`src/srg_pkg.sv`:
```
package srg_pkg;

  // ---------------------------------------------------------------
  // timeout defaults, in clock cycles of CLK (100 MHz)
  // ---------------------------------------------------------------
  localparam int unsigned SRG_SHORT_TIMEOUT_CYCLES = 1000;
  localparam int unsigned SRG_LONG_TIMEOUT_CYCLES  = 15000;

  // ---------------------------------------------------------------
  // reset values
  // ---------------------------------------------------------------
  localparam logic SRG_RST_ACTIVE_INIT = 1'b1;  // reset asserted at power-up
  localparam logic SRG_MR_SYNC_INIT    = 1'b1;  // manual reset idle (high)
  localparam logic SRG_TS_SYNC_INIT    = 1'b0;  // short option selected

  // ---------------------------------------------------------------
  // sequencer states
  // ---------------------------------------------------------------
  typedef enum logic [1:0] {
    SRG_ASSERT   = 2'b00,  // a cause is present
    SRG_HOLD     = 2'b01,  // causes gone, timeout running
    SRG_RELEASED = 2'b10   // reset released
  } srg_state_t;

endpackage

```
`src/srg_top.sv`:
```
`timescale 1ns/1ps

// What this block does
// - Assert reset at once on low supply.
// - After supply recovers, hold full timeout.
// - Low manual_reset_n asserts reset.
// - Hold while manual low, then one timeout.
// - Timeout runs only with no cause; restarts.
// - timeout_select low short, high long.
// - Active-high output mirrors the same behaviour.
module srg_top
#(
  parameter int unsigned SHORT_TIMEOUT_CYCLES =
    srg_pkg::SRG_SHORT_TIMEOUT_CYCLES,
  parameter int unsigned LONG_TIMEOUT_CYCLES  =
    srg_pkg::SRG_LONG_TIMEOUT_CYCLES
)
(
  input  wire logic CLK,
  input  wire logic RESETN,
  input  wire logic SUPPLY_LOW,
  input  wire logic MANUAL_RESET_N,
  input  wire logic TIMEOUT_SELECT,
  output logic      RESET_OUT_N,
  output logic      RESET_OUT,
  output logic      RESET_OD_OE
);
  import srg_pkg::*;

  localparam int CW = $clog2(LONG_TIMEOUT_CYCLES + 1);

  // ---------------------------------------------------------------
  // elaboration checks
  // ---------------------------------------------------------------
  // zero-length timeouts cannot be counted
  if (SHORT_TIMEOUT_CYCLES < 1 || LONG_TIMEOUT_CYCLES < 1)
  begin : g_bad_timeout
    $error("timeout lengths must be at least one cycle");
  end
  // counter is sized by the long option
  if (SHORT_TIMEOUT_CYCLES > LONG_TIMEOUT_CYCLES)
  begin : g_bad_order
    $error("short timeout must not exceed long timeout");
  end

  localparam logic [CW-1:0] SHORT_LIM = CW'(SHORT_TIMEOUT_CYCLES);
  localparam logic [CW-1:0] LONG_LIM  = CW'(LONG_TIMEOUT_CYCLES);
  localparam logic [CW-1:0] ONE_CW    = CW'(1);

  // ---------------------------------------------------------------
  // declarations
  // ---------------------------------------------------------------
  logic              mr_s1_r;
  logic              mr_s2_r;
  logic              ts_s1_r;
  logic              ts_s2_r;
  logic              cause;
  srg_state_t        state_r;
  srg_state_t        state_nxt;
  logic [CW-1:0]     cnt_r;
  logic [CW-1:0]     cnt_nxt;
  logic [CW-1:0]     lim_r;
  logic [CW-1:0]     lim_nxt;
  logic              rst_act_nxt;
  logic              rst_n_r;
  logic              rst_hi_r;
  logic              rst_oe_r;
  logic [CW:0]       calm_r;

  // ---------------------------------------------------------------
  // input synchronisers
  // ---------------------------------------------------------------
  // two-stage sync for manual reset; first stage feeds only the second
  always_ff @(posedge CLK)
  begin
    if (!RESETN)
    begin
      mr_s1_r <= SRG_MR_SYNC_INIT;
      mr_s2_r <= SRG_MR_SYNC_INIT;
    end
    else
    begin
      mr_s1_r <= MANUAL_RESET_N;
      mr_s2_r <= mr_s1_r;
    end
  end

  // two-stage sync for the timeout select strap
  always_ff @(posedge CLK)
  begin
    if (!RESETN)
    begin
      ts_s1_r <= SRG_TS_SYNC_INIT;
      ts_s2_r <= SRG_TS_SYNC_INIT;
    end
    else
    begin
      ts_s1_r <= TIMEOUT_SELECT;
      ts_s2_r <= ts_s1_r;
    end
  end

  // ---------------------------------------------------------------
  // reset causes
  // ---------------------------------------------------------------
  // supply monitor result is already synchronous, so it acts at once
  assign cause = SUPPLY_LOW | ~mr_s2_r;

  // ---------------------------------------------------------------
  // sequencer next state
  // ---------------------------------------------------------------
  // any cause forces assert; timeout starts only when all are gone
  always_comb
  begin
    state_nxt = state_r;
    cnt_nxt   = cnt_r;
    lim_nxt   = lim_r;
    unique case (state_r)
      SRG_ASSERT:
      begin
        if (!cause)
        begin
          state_nxt = SRG_HOLD;
          cnt_nxt   = '0;
          lim_nxt   = ts_s2_r ? LONG_LIM : SHORT_LIM;
        end
      end
      SRG_HOLD:
      begin
        if (cause)
          state_nxt = SRG_ASSERT;
        else if (cnt_r == lim_r - ONE_CW)
          state_nxt = SRG_RELEASED;
        else
          cnt_nxt = cnt_r + ONE_CW;
      end
      SRG_RELEASED:
      begin
        if (cause)
          state_nxt = SRG_ASSERT;
      end
      default:
      begin
        state_nxt = SRG_ASSERT;  // illegal code falls back to reset
      end
    endcase
  end

  // reset stays asserted in every state but released
  assign rst_act_nxt = (state_nxt != SRG_RELEASED);

  // ---------------------------------------------------------------
  // sequencer registers
  // ---------------------------------------------------------------
  // state, starting with reset asserted
  always_ff @(posedge CLK)
  begin
    if (!RESETN)
      state_r <= SRG_ASSERT;
    else
      state_r <= state_nxt;
  end

  // timeout counter and the limit captured at timeout start
  always_ff @(posedge CLK)
  begin
    if (!RESETN)
    begin
      cnt_r <= '0;
      lim_r <= SHORT_LIM;
    end
    else
    begin
      cnt_r <= cnt_nxt;
      lim_r <= lim_nxt;
    end
  end

  // ---------------------------------------------------------------
  // output drivers
  // ---------------------------------------------------------------
  // both polarities and the open-drain enable share one next value
  always_ff @(posedge CLK)
  begin
    if (!RESETN)
    begin
      rst_n_r  <= ~SRG_RST_ACTIVE_INIT;
      rst_hi_r <= SRG_RST_ACTIVE_INIT;
      rst_oe_r <= SRG_RST_ACTIVE_INIT;
    end
    else
    begin
      rst_n_r  <= ~rst_act_nxt;
      rst_hi_r <= rst_act_nxt;
      rst_oe_r <= rst_act_nxt;   // pull low while asserted
    end
  end

  assign RESET_OUT_N = rst_n_r;
  assign RESET_OUT   = rst_hi_r;
  assign RESET_OD_OE = rst_oe_r;

  // ---------------------------------------------------------------
  // assertion helpers
  // ---------------------------------------------------------------
  // consecutive cycles without any cause, saturating
  always_ff @(posedge CLK)
  begin
    if (!RESETN)
      calm_r <= '0;
    else if (cause)
      calm_r <= '0;
    else if (calm_r != {(CW+1){1'b1}})
      calm_r <= calm_r + (CW+1)'(1);
  end
endmodule

```
`config.mk`:
```
export PLATFORM = sky130hd
export DESIGN_NAME = srg_top
export DESIGN_NICKNAME = d
export VERILOG_FILES = /design/src/srg_pkg.sv /design/src/srg_top.sv
export SDC_FILE = /design/constraint.sdc
export NUM_CORES = 1
export LEC_CHECK = 0
export BUFFER_PORTS_ARGS = -buffer_cell sky130_fd_sc_hd__buf_4
export CAP_MARGIN = 10
export CORE_ASPECT_RATIO = 1.5
export CORE_UTILIZATION = 35
export CTS_BUF_LIST = sky130_fd_sc_hd__clkbuf_8 sky130_fd_sc_hd__clkbuf_16
export DETAILED_ROUTE_END_ITERATION = 7
export PLACE_DENSITY = 0.61
export SYNTH_ARGS = -nofsm -noshare
export SYNTH_HDL_FRONTEND = slang
export SYNTH_SLANG_ARGS = --single-unit
```
`constraint.sdc`:
```
create_clock -name CLK -period 1.97 [get_ports CLK]
set_input_delay 0.2955 -clock CLK [delete_from_list [all_inputs] [get_ports CLK]]
set_output_delay 0.2955 -clock CLK [all_outputs]
set_load 0.03 [all_outputs]
```
After elaboration in Yosys (flattened, before gate mapping). Index checks and enable logic that the tools add are counted.

Memories: 0. Memory bits (writable): 0. Memory bits (read-only): 0. Register bits after elaboration: 36. Bits of input ports: 5. Bits in latches: 0. Output and inout port bits: 3.

Multiply operators: 0. Shift operators: 0. Divide/modulo/power cells: 0. Reduce and logical (&&, ||, !) cells: 4. $add $sub $neg: 2. Mux-type cells: 10. Bitwise logic cells: 4. Equal/unequal tests: 7. $lt $le $gt $ge: 0.

Operators with widths (count): 14-bit two-way mux (4); 14-bit one-hot mux with 2 select lines (1); 14-bit by 1-bit adder with 14-bit output, second input constant (1); 14-bit equality test (1); 14-bit by 1-bit subtractor with 14-bit output, second input constant (1); 2-bit two-way mux (4); 2-bit inequality test, second input constant (4); 2-bit one-hot mux with 3 select lines (1); 4-bit AND reduction (1); 1-bit inverter (3); 2-bit by 1-bit equality test with 1-bit output, second input constant (1); 2-bit equality test, second input constant (1); 2-bit zero test (1); 2-bit AND reduction (1); 2-bit nonzero test (1); 1-bit OR (1).

Longest topological paths before layout.
Depth after elaboration: 7. Depth in mapped cells: 6. Gate-level depth less buffers: 5.

Worst setup path before layout. OpenSTA, ideal clock, no wires.

Path type: register to register. From: register state_r[1]. To: register cnt_r[13]. Required time: 1.849 ns. Stages on the path, launching flop included: 7. Clock period less this slack: 1.890 ns. Setup time: 0.121 ns. Arrival time: 1.769 ns. Setup slack: 0.080 ns. Buffers on the path: 2. Path through: dfxtp_1 or3b_1 clkbuf_2 or3_1 clkbuf_2 nor3_1 mux2_2.

Longest elaborated chain between the ends: 3.

Ends and longest elaborated chain: start, declared (RTL line srg_top.sv:58) `srg_state_t state_r;`; start signal, assigned (RTL line srg_top.sv:161) `state_r <= state_nxt;`; 2-bit by 1-bit equality test with 1-bit output or 2-bit zero test (tied branches) (RTL line srg_top.sv:118) `unique case (state_r)`; 2-bit inequality test (no source line) or 2-bit nonzero test (tied branches); 4-bit AND reduction (no source line); end signal, assigned (RTL line srg_top.sv:174) `cnt_r <= cnt_nxt;`; end, declared (RTL line srg_top.sv:60) `logic [CW-1:0] cnt_r;`.

Several ways; a longest one is shown, not always the timed one. A chain may end at the register's enable or synchronous reset.

Final worst setup path. Ends and elaborated chain as after synthesis.

==> summary.md <==
| Metric | Value |
|---|---|
| GPL Wtd Cong | `0.7648` |
| CTS Hold Bufs | `0` |
| Most common cell in the netlist | `dfxtp_1` |
| Hold Path Origin | `MANUAL_RESET_N` |
| Clock Path Buffers | `2` |
| Hold Crit Class | `input port to flip-flop` |
| WP data arrival | `1.98 ns` |
| Status | `complete, no violations` |
| Slew @ Worst Pin | `0.3450 ns` |
| Post-synth EDFFs | `0` |
| RSZ-0062 raised after global routing | `false` |
| Metal2 WL | `1232 µm` |
| Largest area contributor in the netlist | `dfxtp_1` |
| Layout area overhead | `15.13%` |
| Vias per cell | `between 5 and 6` |
| CP Launch Type | `flip-flop` |
| Storage element area | `480.5 µm²` |
| Clk_skew | `0.007759 ns` |
| Post-CTS setup buffer count | `0` |
| Worst Setup SP | `state_r[1]` |
| FF+latch count, synth | `24` |
| Clock root buffer | `clkbuf_8` |
| Clock Sinks | `24` |
| Initial antenna violation count | `0` |
| Post-synthesis compound-gate area fraction | `0.1331` |
| Leak pwr | `0.4817 nW` |
| Vias in the first global route | `about 880` |
| Post-synth cell types | `36` |
| Synth Instances | `between 100 and 150` |
| Max Cap Viol | `0` |
| Power Density | `694.0 nW/µm²` |
| Fillers | `331` |
| CP max FO | `6` |
| Required time of the critical path | `2.13 ns` |
| Pin count of the biggest net entering global routing | `22` |
| Fin crit period | `1.819 ns` |
| Placement Setup Slack | `0.07871 ns` |
| Layout cell share with drive strength beyond 1 | `0.1324` |
| Area of the multi-input gates | `~580 µm²` |
| Boundary Pins | `8` |
| Synth Area in Simple Gates | `0.3163` |
| Number of remaining DRC errors | `0` |
| Final nets | `143` |
| Fraction of synthesized area in multiplexers | `0.01934` |
| Diodes inserted | `0` |
| Worst skew pair latency | `0.27 ns` |
| Post-Synth XOR/XNOR Area | `0.03982` |
| Peak Freq | `0.5496 GHz` |
| Final hold vios | `0` |
| Post-synth top area share | `0.4369` |
| Reg2reg setup slack | `between 0.15 and 0.2 ns` |
| Final setup viols | `0` |
| Post-DRT Antenna Nets | `0` |
| Crit Path Category | `flip-flop to flip-flop` |
| Top routing layer used | `met4` |
| Initial DRC Count | `21` |
| Mapped Avg Cell Area | `8.660 µm²` |
| Grt ovf | `0` |
| CTS clk-pin slew, worst paths | `0.09 ns` |
| Mapped Area | `1100 µm²` |
| Post-route setup slack | `0.1506 ns` |
| Dominant synthesized flop cell | `dfxtp_1` |
| Drt total wl | `about 2300 µm` |
| Die height | `just over 70 µm` |
| Post-DP HPWL | `1711 µm` |
| H-tree depth | `1` |
| DRT Pass-1 Iters | `4` |
| Die W | `47.77 µm` |
| Seq/Total Area, Yosys | `0.4369` |
| Count of warnings emitted by yosys | `0` |
| Via count | `between 900 and 1000` |
| Period utilization | `0.9235` |
| WL/cell | `between 10 and 15 µm` |
| Post-Synth Adder-Cell Area | `0.01138` |
| Worst Setup End Kind | `flip-flop` |
| Row cnt | `24` |
| Worst r2r src | `state_r[1]` |
| Initial Util | `0.3737` |
| Total CTS buffers | `3` |
| Largest family of logic cells by synthesized area | `simple AND/OR/NAND/NOR gates` |
| Peak supply drop | `0.4532 mV` |
| TritonCTS clock tree | `yes` |
| All-Layer GR Usage | `0.1591` |
| Slew Limit Fails | `0` |
| FFs w/ async S/R, synth | `0` |
| Slew margin rel. | `0.7634` |
| First-pass GRT wire length | `4002 µm` |
| Syn_nets | `133` |
| Synth top cells by count | `dfxtp_1 (24), nor2_1 (10), nand2_1 (9)` |
| Core ar. | `a little under 3000 µm²` |
| Routed length on met3 | `about 46 µm` |
| Top post-synthesis cells by area | `dfxtp_1 (44%), nor2_1 (3.4%), or3_1 (3.4%), o21ai_0 (3.2%), xor2_1 (3.2%)` |
| IO buf count | `7` |
| Final TNS setup | `0 ns` |
| Met1 WL | `951 µm` |
| Total die area | `3375 µm²` |
-- logic make-up after synthesis --
kind of cell / count (synthesis)
simple gates: 61
buf+inv: 11
mux: 2
fa+ha+maj: 1
xor+xnor: 5
compound gates: 23
flops: 24
-- metal layers --
| layer | global-route usage | vias to the layer above |
|---|---|---|
| met5 | 0 | - |
| met4 | 0.05556 | 0 |
| met3 | 0.02296 | 5 |
| met2 | 0.2673 | 15 |
| met1 | 0.1971 | 432 |
| li1 | - | 472 |
-- report_power, final --
part           switching (mW)  leakage, nW  internal, mW
sequential            0.00549        0.195         0.491
clock                   0.157       0.0288         0.179
combinational          0.0256        0.258        0.0207
total                   0.188        0.482         0.691
-- cell type report --
class                      count  share of cell area
sequential                    24              0.3794
clock buffer                   4             0.04348
timing repair buffer          12             0.07115
tap                           39             0.03854
inverter                       4             0.01186
multi-input combinational     92              0.4555
-- final timing paths --
kind              cells past startpoint   endpoint
hold reg to reg                       1    mr_s2_r
setup reg to reg                      4  cnt_r[13]
hold / removal                        2    mr_s1_r
setup / recovery                      4  cnt_r[13]
-- what timing repair did --
item                       CTS  global route
gates resized for setup      0             1
hold endpoints to repair     0             0
setup endpoints to repair    0             1
-- cells in the final DEF (no fill, tap or decap), types with 4 or more instances in the layout --
master / n
a21oi_1: 5
and2_1: 4
buf_4: 12
clkbuf_8: 4
dfxtp_1: 24
inv_1: 4
nand2_1: 9
nand3_1: 6
nor2_1: 10
nor4_1: 4
o21ai_0: 7
or3_1: 5
xor2_1: 4
-- per-stage QoR --
step	cell area, µm²	hold slack (ns)	cells	utilization	total power, mW
CTS	1261	0.2037	175	0.4286	0.8900
global placement	1206	0.4151	171	0.4099	0.5530
detailed placement	1206	0.3951	171	0.4099	0.5548
floorplan	1100	0.3863	127	-	0.5362
global route	1266	0.2025	175	0.4303	0.9106
finish	1266	0.2029	175	0.4303	0.8788
-- critical path, cell delays in order, from the launching register on --
cell and delay [ns]:
dfxtp_1 0.33, or3b_1 0.40, or3_4 0.43, nor3_1 0.18
mux2_2 0.36
-- flip-flops by register name, summed over array words and instances (netlist names) --
signal / count
RESET_OD_OE: 1
RESET_OUT_N: 1
cnt_r: 14
lim_r: 2
mr_s1_r: 1
mr_s2_r: 1
state_r: 2
ts_s1_r: 1
ts_s2_r: 1
Note: power is estimated with default switching activity, not from simulation.
